**config.mk**
```make
export PLATFORM = sky130hd
export DESIGN_NAME = fcl_loader
export DESIGN_NICKNAME = d
export VERILOG_FILES = /design/src/verilog/fcl_pkg.sv /design/src/verilog/fcl_loader.sv
export SDC_FILE = /design/constraint.sdc
export NUM_CORES = 1
export LEC_CHECK = 0
export ABC_CLOCK_PERIOD_IN_PS = 1730
export BUFFER_PORTS_ARGS = -buffer_cell sky130_fd_sc_hd__buf_4
export CAP_MARGIN = 20
export CELL_PAD_IN_SITES_DETAIL_PLACEMENT = 1
export CELL_PAD_IN_SITES_GLOBAL_PLACEMENT = 2
export CORE_AREA = 2 2 149 115
export DETAILED_ROUTE_END_ITERATION = 10
export DIE_AREA = 0 0 151 117
export HOLD_SLACK_MARGIN = 0.06
export PLACE_DENSITY_LB_ADDON = 0.2
export SLEW_MARGIN = 20
export SYNTH_ARGS = -nofsm -noshare
export SYNTH_HDL_FRONTEND = slang
export SYNTH_SLANG_ARGS = --single-unit
```
**constraint.sdc**
```tcl
create_clock -name clk -period 1.73 [get_ports clk]
set_input_delay 0.2595 -clock clk [delete_from_list [all_inputs] [get_ports clk]]
set_output_delay 0.2595 -clock clk [all_outputs]
set_load 0.005 [all_outputs]
```
**src/verilog/fcl_pkg.sv**
```systemverilog
// Package with register map, field layout and timing constants of the fuse loader.
package fcl_pkg;
  localparam logic [7:0] FCL_OFS_BROWNOUT = 8'h01;
  localparam logic [7:0] FCL_OFS_OSCILLATOR = 8'h02;
  localparam logic [7:0] FCL_OFS_TIMER = 8'h04;
  localparam logic [7:0] FCL_OFS_SYS_ZERO = 8'h05;
  localparam logic [7:0] FCL_OFS_SYS_ONE = 8'h06;
  localparam logic [7:0] FCL_OFS_APP_END = 8'h07;
  localparam logic [7:0] FCL_OFS_BOOT_END = 8'h08;
  localparam logic [7:0] FCL_OFS_STATUS = 8'h10;
  localparam logic [7:0] FCL_SYS_ZERO_RESET = 8'hC4;
  localparam logic [7:0] FCL_OSC_RESET = 8'h02;
  localparam logic [7:0] FCL_SYS_ONE_RESET = 8'h07;
  localparam logic [7:0] FCL_ZERO_BYTE = 8'h00;
  localparam logic [1:0] FCL_PIN_GPIO = 2'h0;
  localparam logic [1:0] FCL_CRC_OFF = 2'h3;
  localparam int FCL_SLOW_CYCLES = 768;
  localparam int FCL_SLOW_HZ = 32768;
  localparam int FCL_CLK_HZ = 10000000;
  // The product overflows a 32-bit int, so the rounding is worked out in 64 bits.
  localparam longint FCL_HOLD_CYCLES_I =
    (longint'(FCL_SLOW_CYCLES) * FCL_CLK_HZ + FCL_SLOW_HZ - 1) / FCL_SLOW_HZ;
  localparam logic [17:0] FCL_HOLD_CYCLES = FCL_HOLD_CYCLES_I[17:0];
  localparam logic [2:0] FCL_NUM_FUSES = 3'h7;

  typedef enum logic [1:0] {
    FCL_IDLE = 2'b00,
    FCL_LOAD = 2'b01,
    FCL_DONE = 2'b10
  } fcl_state_t;

  typedef struct packed {
    logic [2:0] detector_threshold_code;
    logic detector_sample_rate;
    logic [1:0] awake_mode;
    logic [1:0] sleep_mode;
  } fcl_brownout_t;

  typedef struct packed {
    logic calibration_lock;
    logic [1:0] oscillator_frequency_choice;
    logic [7:0] timer_fault_control;
    logic [1:0] checksum_scan_region;
    logic checksum_scan_off;
    logic [1:0] reset_pin_function;
    logic keep_eeprom_on_erase;
    logic [2:0] startup_delay_code;
    logic [7:0] application_end_block;
    logic [7:0] boot_end_block;
    logic whole_flash_boot;
  } fcl_config_t;
endpackage : fcl_pkg

```
**src/verilog/fcl_loader.sv**
```systemverilog
// Fuse configuration loader: copies fuse bytes into unit controls at reset.
// Operation
// - Detector reloads only after power-on reset.
// - Fuse bits 7:5 give detector threshold.
// - Fuse bit 4 gives detector sample rate.
// - Fuse bits 3:2 give awake detector mode.
// - Fuse bits 1:0 give sleep mode.
// - Oscillator bit 7 locks calibration registers.
// - Oscillator bits 1:0 select frequency.
// - Timer fuse byte copies into fault control.
// - Timer compare fields reload on power-on only.
// - Timer bits 7:4 enable compare pins.
// - Timer bits 3:0 give default levels.
// - System bits 7:6 choose checksum region.
// - System bits 3:2 choose reset pin function.
// - GPIO reset pin driver off 768 slow cycles.
// - System bit 0 keeps EEPROM unless locked.
// - Second system bits 2:0 select startup delay.
// - Application end marks code in 256-byte blocks.
// - Both ends zero means all flash boot.
// - Flash above application end is data; while boot end is zero the code makes all flash boot.
// - Boot end gives boot size in blocks.
//
// Implementation choice: the strobed register port.
module fcl_loader (
  input wire logic clk,
  input wire logic reset_n,
  input wire logic power_on_reset,
  input wire logic [7:0] fuse_rd_data,
  output logic [2:0] fuse_index,
  input wire logic device_locked,
  input wire logic [7:0] flash_block,
  input wire logic [7:0] reg_addr,
  input wire logic [7:0] reg_wdata,
  input wire logic reg_wr,
  input wire logic reg_rd,
  output logic [7:0] reg_rdata,
  output fcl_pkg::fcl_brownout_t brownout_ctrl,
  output fcl_pkg::fcl_config_t sys_ctrl,
  output logic erase_keeps_eeprom,
  output logic [1:0] flash_class,
  output logic reset_pin_drive_allowed,
  output logic units_released
);
  import fcl_pkg::*;

  fcl_state_t state_r, state_nxt;
  logic [2:0] idx_r, idx_nxt;
  logic por_seen_r, por_seen_nxt;
  logic [7:0] fuse_r [0:7];
  logic [7:0] fuse_nxt [0:7];
  logic [17:0] hold_r, hold_nxt;
  logic [7:0] rdata_r, rdata_nxt;
  logic [7:0] bo_copy_r, bo_copy_nxt;
  logic [7:0] tm_copy_r, tm_copy_nxt;

  // Software sees the raw fuse bytes, refetched on every reset; the detector and timer
  // copies further down are gated on power-on separately.
  always_comb begin
    state_nxt = state_r;
    idx_nxt = idx_r;
    por_seen_nxt = por_seen_r;
    for (int i = 0; i < 8; i++) begin
      fuse_nxt[i] = fuse_r[i];
    end
    case (state_r)
      FCL_IDLE: begin
        por_seen_nxt = power_on_reset;
        idx_nxt = 3'h1;
        state_nxt = FCL_LOAD;
      end
      FCL_LOAD: begin
        fuse_nxt[idx_r] = fuse_rd_data;
        if (idx_r == FCL_OFS_BOOT_END[2:0]) begin
          state_nxt = FCL_DONE;
        end else begin
          idx_nxt = 3'(idx_r + 3'h1);
        end
      end
      FCL_DONE: begin
        state_nxt = FCL_DONE;
      end
      default: begin
        state_nxt = FCL_IDLE;
      end
    endcase
  end

  assign fuse_index = idx_r;

  // The copies carry no reset: the detector and timer keep their settings through warm
  // resets, so only a load that follows a power-on reset may refresh them.
  always_comb begin
    bo_copy_nxt = bo_copy_r;
    tm_copy_nxt = tm_copy_r;
    if (state_r == FCL_LOAD && por_seen_r && idx_r == FCL_OFS_BROWNOUT[2:0]) begin
      bo_copy_nxt = fuse_rd_data;
    end
    if (state_r == FCL_LOAD && por_seen_r && idx_r == FCL_OFS_TIMER[2:0]) begin
      tm_copy_nxt = fuse_rd_data;
    end
  end

  // The copies are unknown until the first power-on load has run.
  always_ff @(posedge clk) begin
    bo_copy_r <= bo_copy_nxt;
    tm_copy_r <= tm_copy_nxt;
  end

  assign units_released = (state_r == FCL_DONE);

  always_comb begin
    hold_nxt = hold_r;
    if (state_r == FCL_DONE && hold_r != FCL_HOLD_CYCLES) begin
      hold_nxt = 18'(hold_r + 18'h1);
    end
  end
  assign reset_pin_drive_allowed = units_released &&
    (sys_ctrl.reset_pin_function != FCL_PIN_GPIO || hold_r == FCL_HOLD_CYCLES);

  // Fuse bytes are read only; writes are ignored and unmapped reads return zero.
  always_comb begin
    rdata_nxt = FCL_ZERO_BYTE;
    if (reg_rd) begin
      case (reg_addr)
        FCL_OFS_BROWNOUT: rdata_nxt = fuse_r[1];
        FCL_OFS_OSCILLATOR: rdata_nxt = fuse_r[2];
        FCL_OFS_TIMER: rdata_nxt = fuse_r[4];
        FCL_OFS_SYS_ZERO: rdata_nxt = fuse_r[5];
        FCL_OFS_SYS_ONE: rdata_nxt = fuse_r[6];
        FCL_OFS_APP_END: rdata_nxt = fuse_r[7];
        FCL_OFS_BOOT_END: rdata_nxt = fuse_r[0];
        FCL_OFS_STATUS: rdata_nxt = {6'h00, reset_pin_drive_allowed, units_released};
        default: rdata_nxt = FCL_ZERO_BYTE;
      endcase
    end
  end
  assign reg_rdata = rdata_r;

  always_ff @(posedge clk or negedge reset_n) begin
    if (!reset_n) begin
      state_r <= FCL_IDLE;
      idx_r <= 3'h0;
      por_seen_r <= 1'b0;
      hold_r <= 18'h0;
      rdata_r <= 8'h00;
      for (int i = 0; i < 8; i++) begin
        fuse_r[i] <= 8'h00;
      end
    end else begin
      state_r <= state_nxt;
      idx_r <= idx_nxt;
      por_seen_r <= por_seen_nxt;
      hold_r <= hold_nxt;
      rdata_r <= rdata_nxt;
      for (int i = 0; i < 8; i++) begin
        fuse_r[i] <= fuse_nxt[i];
      end
    end
  end

  assign brownout_ctrl.detector_threshold_code = bo_copy_r[7:5];
  assign brownout_ctrl.detector_sample_rate = bo_copy_r[4];
  assign brownout_ctrl.awake_mode = bo_copy_r[3:2];
  assign brownout_ctrl.sleep_mode = bo_copy_r[1:0];
  assign sys_ctrl.calibration_lock = fuse_r[2][7];
  assign sys_ctrl.oscillator_frequency_choice = fuse_r[2][1:0];
  assign sys_ctrl.timer_fault_control = tm_copy_r;
  assign sys_ctrl.checksum_scan_region = fuse_r[5][7:6];
  assign sys_ctrl.checksum_scan_off = (fuse_r[5][7:6] == FCL_CRC_OFF);
  assign sys_ctrl.reset_pin_function = fuse_r[5][3:2];
  assign sys_ctrl.keep_eeprom_on_erase = fuse_r[5][0];
  assign erase_keeps_eeprom = fuse_r[5][0] && !device_locked;
  assign sys_ctrl.startup_delay_code = fuse_r[6][2:0];
  assign sys_ctrl.application_end_block = fuse_r[7];
  assign sys_ctrl.boot_end_block = fuse_r[0];
  assign sys_ctrl.whole_flash_boot = (fuse_r[7] == FCL_ZERO_BYTE) && (fuse_r[0] == FCL_ZERO_BYTE);

  always_comb begin
    if (fuse_r[0] == FCL_ZERO_BYTE || flash_block < fuse_r[0]) begin
      flash_class = 2'h0;
    end else if (fuse_r[7] == FCL_ZERO_BYTE || flash_block < fuse_r[7]) begin
      flash_class = 2'h1;
    end else begin
      flash_class = 2'h2;
    end
  end

  chk_release_after_load: assert property (@(posedge clk) disable iff (!reset_n)
    $rose(units_released) |-> $past(state_r) == FCL_LOAD &&
    $past(idx_r) == FCL_OFS_BOOT_END[2:0])
    else $error("Units released before all fuses loaded.");
  chk_threshold_copy: assert property (@(posedge clk) disable iff (!reset_n)
    units_released && por_seen_r |-> brownout_ctrl.detector_threshold_code == fuse_r[1][7:5])
    else $error("Threshold does not follow fuse.");
  chk_warm_keeps_detector: assert property (@(posedge clk) disable iff (!reset_n)
    state_r == FCL_LOAD && !por_seen_r |=> bo_copy_r == $past(bo_copy_r))
    else $error("Detector reloaded without power-on.");
  chk_warm_keeps_timer: assert property (@(posedge clk) disable iff (!reset_n)
    state_r == FCL_LOAD && !por_seen_r |=> tm_copy_r == $past(tm_copy_r))
    else $error("Timer reloaded without power-on.");
  chk_gpio_hold_off: assert property (@(posedge clk) disable iff (!reset_n)
    units_released && sys_ctrl.reset_pin_function == FCL_PIN_GPIO && hold_r < FCL_HOLD_CYCLES
    |-> !reset_pin_drive_allowed)
    else $error("Reset pin driven during hold.");
  chk_eeprom_locked: assert property (@(posedge clk) disable iff (!reset_n)
    device_locked |-> !erase_keeps_eeprom)
    else $error("Locked part keeps EEPROM.");
  chk_both_zero_boot: assert property (@(posedge clk) disable iff (!reset_n)
    sys_ctrl.whole_flash_boot |-> flash_class == 2'h0)
    else $error("Whole flash not boot.");
  chk_read_latency: assert property (@(posedge clk) disable iff (!reset_n)
    reg_rd && reg_addr == FCL_OFS_APP_END |=> reg_rdata == $past(fuse_r[7]))
    else $error("Application end read wrong.");

  chk_rate_copy: assert property (@(posedge clk) disable iff (!reset_n)
    units_released && por_seen_r |-> brownout_ctrl.detector_sample_rate == fuse_r[1][4])
    else $error("Sample rate does not follow fuse.");

  chk_awake_mode: assert property (@(posedge clk) disable iff (!reset_n)
    units_released && por_seen_r |-> brownout_ctrl.awake_mode == fuse_r[1][3:2])
    else $error("Awake mode does not follow fuse.");

  chk_sleep_mode: assert property (@(posedge clk) disable iff (!reset_n)
    units_released && por_seen_r |-> brownout_ctrl.sleep_mode == fuse_r[1][1:0])
    else $error("Sleep mode does not follow fuse.");

  chk_lock_copy: assert property (@(posedge clk) disable iff (!reset_n)
    units_released |-> sys_ctrl.calibration_lock == fuse_r[2][7])
    else $error("Calibration lock does not follow fuse.");

  chk_freq_copy: assert property (@(posedge clk) disable iff (!reset_n)
    units_released |-> sys_ctrl.oscillator_frequency_choice == fuse_r[2][1:0])
    else $error("Frequency choice does not follow fuse.");

  chk_fault_copy: assert property (@(posedge clk) disable iff (!reset_n)
    units_released && por_seen_r |-> sys_ctrl.timer_fault_control == fuse_r[4])
    else $error("Fault control does not follow fuse.");

  chk_pin_enables: assert property (@(posedge clk) disable iff (!reset_n)
    units_released && por_seen_r |-> sys_ctrl.timer_fault_control[7:4] == fuse_r[4][7:4])
    else $error("Compare pin enables wrong.");

  chk_default_levels: assert property (@(posedge clk) disable iff (!reset_n)
    units_released && por_seen_r |-> sys_ctrl.timer_fault_control[3:0] == fuse_r[4][3:0])
    else $error("Compare default levels wrong.");

  chk_scan_region: assert property (@(posedge clk) disable iff (!reset_n)
    units_released |-> sys_ctrl.checksum_scan_region == fuse_r[5][7:6])
    else $error("Checksum region does not follow fuse.");

  chk_scan_off: assert property (@(posedge clk) disable iff (!reset_n)
    units_released |-> sys_ctrl.checksum_scan_off == (fuse_r[5][7:6] == FCL_CRC_OFF))
    else $error("Checksum off decode wrong.");

  chk_pin_function: assert property (@(posedge clk) disable iff (!reset_n)
    units_released |-> sys_ctrl.reset_pin_function == fuse_r[5][3:2])
    else $error("Reset pin function does not follow fuse.");

  chk_pin_other_drive: assert property (@(posedge clk) disable iff (!reset_n)
    units_released && sys_ctrl.reset_pin_function != FCL_PIN_GPIO |-> reset_pin_drive_allowed)
    else $error("Non-GPIO reset pin held off.");

  chk_held_in_load: assert property (@(posedge clk) disable iff (!reset_n)
    !units_released |-> !reset_pin_drive_allowed)
    else $error("Pin driven before load finished.");

  chk_hold_saturates: assert property (@(posedge clk) disable iff (!reset_n)
    hold_r == FCL_HOLD_CYCLES |=> hold_r == FCL_HOLD_CYCLES)
    else $error("Hold counter left its end value.");

  chk_eeprom_open: assert property (@(posedge clk) disable iff (!reset_n)
    !device_locked |-> erase_keeps_eeprom == sys_ctrl.keep_eeprom_on_erase)
    else $error("Open part ignores keep bit.");

  chk_startup_code: assert property (@(posedge clk) disable iff (!reset_n)
    units_released |-> sys_ctrl.startup_delay_code == fuse_r[6][2:0])
    else $error("Startup delay does not follow fuse.");

  chk_app_end_copy: assert property (@(posedge clk) disable iff (!reset_n)
    units_released |-> sys_ctrl.application_end_block == fuse_r[7])
    else $error("Application end does not follow fuse.");

  chk_boot_end_copy: assert property (@(posedge clk) disable iff (!reset_n)
    units_released |-> sys_ctrl.boot_end_block == fuse_r[0])
    else $error("Boot end does not follow fuse.");

  chk_data_above_end: assert property (@(posedge clk) disable iff (!reset_n)
    units_released && fuse_r[0] != FCL_ZERO_BYTE && fuse_r[7] != FCL_ZERO_BYTE &&
    flash_block >= fuse_r[0] && flash_block >= fuse_r[7] |-> flash_class == 2'h2)
    else $error("Block above application end not data.");

  chk_boot_below_end: assert property (@(posedge clk) disable iff (!reset_n)
    units_released && fuse_r[0] != FCL_ZERO_BYTE && flash_block < fuse_r[0]
    |-> flash_class == 2'h0)
    else $error("Block below boot end not boot.");

  chk_code_open_end: assert property (@(posedge clk) disable iff (!reset_n)
    units_released && fuse_r[0] != FCL_ZERO_BYTE && fuse_r[7] == FCL_ZERO_BYTE &&
    flash_block >= fuse_r[0] |-> flash_class == 2'h1)
    else $error("Open application end not code.");

  chk_boot_end_read: assert property (@(posedge clk) disable iff (!reset_n)
    reg_rd && reg_addr == FCL_OFS_BOOT_END |=> reg_rdata == $past(fuse_r[0]))
    else $error("Boot end read wrong.");

  chk_brownout_read: assert property (@(posedge clk) disable iff (!reset_n)
    reg_rd && reg_addr == FCL_OFS_BROWNOUT |=> reg_rdata == $past(fuse_r[1]))
    else $error("Brown-out fuse read wrong.");

  chk_sys_one_read: assert property (@(posedge clk) disable iff (!reset_n)
    reg_rd && reg_addr == FCL_OFS_SYS_ONE |=> reg_rdata == $past(fuse_r[6]))
    else $error("Second system fuse read wrong.");

  chk_index_steps: assert property (@(posedge clk) disable iff (!reset_n)
    state_r == FCL_LOAD && idx_r != FCL_OFS_BOOT_END[2:0]
    |=> state_r == FCL_LOAD && idx_r == 3'($past(idx_r) + 3'h1))
    else $error("Fuse index skipped a byte.");

  cov_power_on_load: cover property (@(posedge clk) disable iff (!reset_n)
    $rose(units_released) && por_seen_r);
  cov_warm_load: cover property (@(posedge clk) disable iff (!reset_n)
    $rose(units_released) && !por_seen_r);
  cov_gpio_release: cover property (@(posedge clk) disable iff (!reset_n)
    $rose(reset_pin_drive_allowed));
  cov_boot_end_read: cover property (@(posedge clk) disable iff (!reset_n)
    reg_rd && reg_addr == FCL_OFS_BOOT_END);
  cov_data_class: cover property (@(posedge clk) disable iff (!reset_n)
    units_released && flash_class == 2'h2);
endmodule : fcl_loader

```
* After elaboration in Yosys (flattened, before gate mapping)
Index checks and enable logic that the tools add are counted.
** Storage, ports and cells
- Bits in registers :: 112
- Latch bits :: 0
- RAM bits :: 0
- Memory bits (read-only) :: 0
- Memories :: 0
** Operators by class
- Add/sub/neg operators :: 2
- $mul :: 0
- Div/mod/pow operators :: 0
- Magnitude comparators :: 4
- Eq/ne operators :: 17
- Shift operators :: 0
- Mux-type cells :: 11
- Bitwise gates (word level) :: 1
- Reduce and logical (&&, ||, !) cells :: 19
** Operators by type and width (count)
- $bwmux 64 :: 1
- $pmux 8 s8 :: 1
- $eq 8x3->1 const B :: 4
- $demux 8 s3 :: 1
- $add 18x1->18 const B :: 1
- $eq 18x18->1 const B :: 1
- $ne 18x18->1 const B :: 1
- $logic_not 8->1 :: 2
- $lt 8x8->1 :: 2
- $mux 8 :: 2
- $eq 8x1->1 const B :: 1
- $eq 8x2->1 const B :: 1
- $eq 8x4->1 const B :: 1
- $eq 8x5->1 const B :: 1
- $logic_and 1x1->1 :: 8
- $mux 2 :: 3
- $pmux 2 s3 :: 1
- $pmux 3 s2 :: 1
- $eq 2x2->1 const B :: 2
- $ge 4x4->1 const B :: 1
- $lt 4x1->1 const B :: 1
- $ne 2x2->1 const B :: 2
- $not 3->4 :: 1
- $reduce_bool 2->1 :: 2
- other kinds (10) :: 12

* Longest topological paths before layout
- Depth in word-level cells :: 6
- Gate-level depth with buffers :: 8

* Least setup slack after synthesis
Ideal clock, no wire load.
- Kind :: flip-flop to flip-flop
- Start :: register state_r[1]
- End :: register fuse_r[17] (netlist name)
- Setup time :: 0.128 ns
- Arrival time :: 1.650 ns
- Setup slack :: -0.047 ns
- Stages on the path, launching flop included :: 8
- Period minus slack after synthesis :: 1.777 ns
- Cells stage by stage :: dfrtp_1 inv_1 ha_1 buf_2 nand2_1 or3_1 clkbuf_1 mux2_1
** Between the ends
- Longest elaborated chain between the ends :: 1
** Ends and longest elaborated chain
- from (decl) :: line fcl_loader.sv:47 : fcl_state_t state_r, state_nxt;
- from (signal assigned) :: line fcl_loader.sv:151 : state_r <= state_nxt;
- $eq 2x1->1 :: line fcl_loader.sv:66 : case (state_r)
- to (signal, indexed assignment) :: line fcl_loader.sv:157 : fuse_r[i] <= fuse_nxt[i];
- to (decl) :: line fcl_loader.sv:50 : logic [7:0] fuse_r [0:7];
No other way between the ends.
A chain may end at the register's enable or synchronous reset.

* Final worst setup path
- Start :: register fuse_r (netlist bit sys_ctrl[14])
- End :: output flash_class[0]
** Between the ends
- Longest elaborated chain between the ends :: 4
- Elaborated cells between the ends (all ways) :: 5
- Those cells by class :: 1 x order compare; 2 x mux; 2 x reduce/logical
** Ends and longest elaborated chain
- $lt 8x8->1 or $logic_not 8->1 (tied branches) :: line fcl_loader.sv:182 : end else if (fuse_r[7] == FCL_ZERO_BYTE || flash_block < fuse_r[7]) begin
- $logic_or 1x1->1 * :: line fcl_loader.sv:182
- $mux 2 * :: line fcl_loader.sv:182
- $mux 2 * :: line fcl_loader.sv:180 : if (fuse_r[0] == FCL_ZERO_BYTE || flash_block < fuse_r[0]) begin
- to (decl) :: line fcl_loader.sv:41 : output logic [1:0] flash_class,
Mark *: on every way between the ends. The rest lies on a longest branch, timed or not.

==> results.md <==
- Run status: complete, but fails checks
- Violated checks: setup timing
- Met3 Wirelength: 515 µm
- Share of the synthesized area in the top cell type: 0.419
- Total of endpoints with negative setup slack in the final report: 4
- Num Clock Sinks: 104
- Number of global-route vias before repair: 4060
- Worst slack at placement: -0.233 ns
- Largest delay contributor family on the critical path: compound AO/OA/AOI/OAI gates
- Die ar.: 0.0177 mm²
- Post-detailed-placement cell area: 0.00632 mm²
- DIE WIDTH: 151 µm
- Combined buffer and inverter count along the critical path: 2
- FF-to-FF End: fuse_r[21]$_DFFE_PN0P_
- Area growth from synthesis to layout: 34.3%
- Final max-slew violation count: 0
- Post-layout minimum cycle time: 2.25 ns
- Global-route wire length before repair: 23400 µm
- Syn avg cell area: 11.8 µm²
- Avg WL per Cell: 18.8 µm
- Reg-to-reg slack, setup: 0.05 ns
- Total vias in the final route: 3892
- Biggest area contributors in the synthesized netlist: dfrtp_1 (42%), mux2_2 (12%), edfxtp_1 (9.1%)
- Maxcap violations: 0
- Starting DRT DRC Count: 151
- First drt pass iteration count: 4
- Synthesized instance count: 446
- Met1 Wirelength: 7530 µm
- Static leakage power: 0.00316 µW
- CP Data Arrival Time: 1.99 ns
- Syn nets: 505
- Overall track demand over capacity in global routing: 0.177
- Total Routed Length: 14900 µm
- Clock buffer depth: 2
- Post-synthesis cell type count: 51
- Levels on crit path: 8
- Die Y-Extent: 117 µm
- Series of cell instances along the critical path: inv_2 -> ha_4 -> a21o_1 -> a211o_1 -> a31oi_4 -> a21oi_1 -> nor2_1 -> buf_4
- Proportion of register bits with asynchronous set or reset after synthesis: 0.846
- Final critical-path share of the clock period: 1.30
- Core Box Area: 0.0163 mm²
- Synth Warn #: 0
- Crit Path Category: flop to primary output
- PnR Total Power: 5400 µW
- Clock buffer count from CTS: 9
- DRC Markers: 0
- Post-route clock skew: 0.00800 ns
- Count of inserted antenna diode cells: 0
- Setup WS post-layout: -0.519 ns
- Cell at the root of the clock tree: clkbuf_16
- Power per cell area: 764 mW/mm²
- Hpwl dp: 11100 µm
- Antenna viol nets, final: 0
- Initial standard-cell utilization of the core: 0.322
- Top routing layer in use: met4
- Met2 WL post-DR: 6740 µm
- Clock network latency to the later pin of the worst-skew pair: 0.36 ns
- Number of flip-flops and latches in the synthesized netlist: 104
- Fillcell total: 1770
- Startpoint of the worst-slack reg-to-reg timing path: state_r[1]$_DFFE_PN0P_
- Number of enable-type register cells in the synthesized netlist: 16
- Register area share after synthesis: 0.510
- Critical path capture point type: primary output
- Leading register cell type out of synthesis: dfrtp_1
- Peak per-stage delay on the critical path: 0.41 ns
- Total negative slack: -1.25 ns
- Most instantiated library cell after synthesis: dfrtp_1
- Number of core rows: 41
- Final design area excluding fillers: 0.00706 mm²
- Nature of the critical path startpoint: flop
- Total standard cell area after synthesis: 0.00526 mm²
- Min-Delay Startpoint: power_on_reset
- Max Clk Rate: 445 MHz
- Clock-pin slew of the registers on the worst-case setup and hold paths: 0.07 ns
- Type of the tightest min-delay check: input pin to flop
- TritonCTS clock tree: done
- Req. time, crit path: 1.47 ns
- Number of I/O pins: 99
- Nets@finish: 630
- Critical path fanouts, max: 2
- Worst hold-check slack: 0.139 ns
- Vias per std cell: 4.92
- Hold Path Depth: 2
- Slew at the pin with the worst max-slew slack: 0.675 ns
- Gp weighted congestion: 0.794
- Hold violation count in the final report: 0
- Critical Path Slowest Stage Cell: dfrtp_1
- Worst-case headroom to the max-slew limit: 0.548
- Synth area leader: dfrtp_1
- Depth of the worst register-to-register path: 6
- Setup repair after global routing missed its margin: true
- Overflow left after global routing: 0
- Antenna violations before repair: 0
- Number of levels in the clock H-tree: 3
- Maximum vdd drop: 0.481 mV
- Maximum number of pins on one net before global-route repair: 33
- Most frequent cells after synthesis: dfrtp_1 (88), mux2_2 (56), nand2_1 (30)
- Number of buffer cells added on primary ports: 89
- Destination of the worst hold path: por_seen_r$_DFFE_PN0P_
- Share of cells above drive strength 1: 0.470
==> stage by stage <==
step | util | cells
2_1_floorplan | - | 446
3_3_place_gp | 0.387 | 758
3_5_place_dp | 0.387 | 758
4_1_cts | 0.422 | 785
5_1_grt | 0.433 | 791
6_report | 0.433 | 791
==> routing by layer <==
metal,track usage,vias up
met5,0,-
met4,0.0393,0
met3,0.0380,10
met2,0.272,66
met1,0.258,1989
li1,-,1827
==> cell type report <==
| class | instances | area [µm²] | area share |
|---|---|---|---|
| Sequential cell | 104 | 2680 | 0.380 |
| Clock inverter | 7 | 97.6 | 0.0138 |
| Multi-Input combinational cell | 276 | 2430 | 0.345 |
| Inverter | 21 | 78.8 | 0.0112 |
| Tap cell | 215 | 269 | 0.0381 |
| Timing Repair Buffer | 159 | 1270 | 0.180 |
| Clock buffer | 9 | 225 | 0.0319 |
==> worst register-to-register path, stage by stage, from the launching register on <==
cell,delay (ns)
dfrtp_1,0.40
inv_2,0.07
ha_2,0.19
nand2_1,0.09
or3_4,0.35
buf_4,0.17
mux2_1,0.31
==> cells in the final DEF, fill, tap and decap left out, types with 3 or more instances in the layout <==
cell | synthesis | final
a31oi_1 | 5 | 4
nor4_2 | 1 | 3
nand4_1 | 7 | 7
mux2_1 | 4 | 4
buf_4 | 27 | 143
buf_6 | 1 | 13
inv_1 | 21 | 17
and3_1 | 12 | 9
clkbuf_16 | 0 | 9
dfrtp_1 | 88 | 87
edfxtp_1 | 16 | 16
nand2b_1 | 4 | 3
nor3_4 | 1 | 4
o21ai_0 | 18 | 17
nor2_1 | 9 | 7
a21o_1 | 3 | 3
nor4_4 | 0 | 3
xnor2_1 | 11 | 10
ha_1 | 21 | 15
and3_4 | 0 | 3
nor2b_1 | 7 | 6
inv_8 | 0 | 3
a21oi_1 | 10 | 10
xor2_1 | 6 | 5
ha_4 | 0 | 4
nand2_1 | 30 | 29
a22oi_1 | 7 | 7
mux2i_1 | 7 | 7
nand3_1 | 12 | 11
inv_2 | 0 | 4
a22o_1 | 5 | 5
mux2_2 | 56 | 55
==> power breakdown <==
part / total [µW] / switching [µW] / leakage [µW] / internal, µW
clock network: 2200 / 1030 / 0.000159 / 1170
registers: 2590 / 45.2 / 0.00122 / 2550
logic: 601 / 307 / 0.00177 / 294
==> how the worst max path moves through the flow <==
| stage | start | endpoint |
|---|---|---|
| final | sys_ctrl[14]$_DFFE_PN0P_ | flash_class[0] |
| after global routing | sys_ctrl[6]$_DFFE_PN0P_ | flash_class[1] |
| after CTS | sys_ctrl[14]$_DFFE_PN0P_ | flash_class[0] |
| after detailed placement | flash_block[5] | flash_class[1] |
| after global placement | flash_block[5] | flash_class[0] |
| after floorplan | sys_ctrl[14]$_DFFE_PN0P_ | flash_class[0] |
==> state kept, by name, summed over array words and instances (netlist names) <==
register and count:
fuse_r 29, fuse_index 3, brownout_ctrl 8, sys_ctrl 27, por_seen_r 1, hold_r 18, tm_copy_r 8, state_r 2
reg_rdata 8
==> timing repair <==
item | in CTS | in global routing
hold buffers | 1 | 0
endpoints found under the setup margin | 21 | 44
buffers inserted | 10 | 8
hold endpoints to repair | 29 | 0
pin swaps | 15 | 11
resized for setup | 29 | 30
==> cells by family after synthesis <==
group | Yosys count | synth area share
DFF | 104 | 0.510
muxes | 67 | 0.142
buffers and inverters | 66 | 0.0728
adders and majority gates | 21 | 0.0500
xor gates and xnor gates | 17 | 0.0283
and+or+nand+nor | 107 | 0.116
AOI/OAI and AO/OA | 64 | 0.0802
Power figures use the tool's default switching activity.
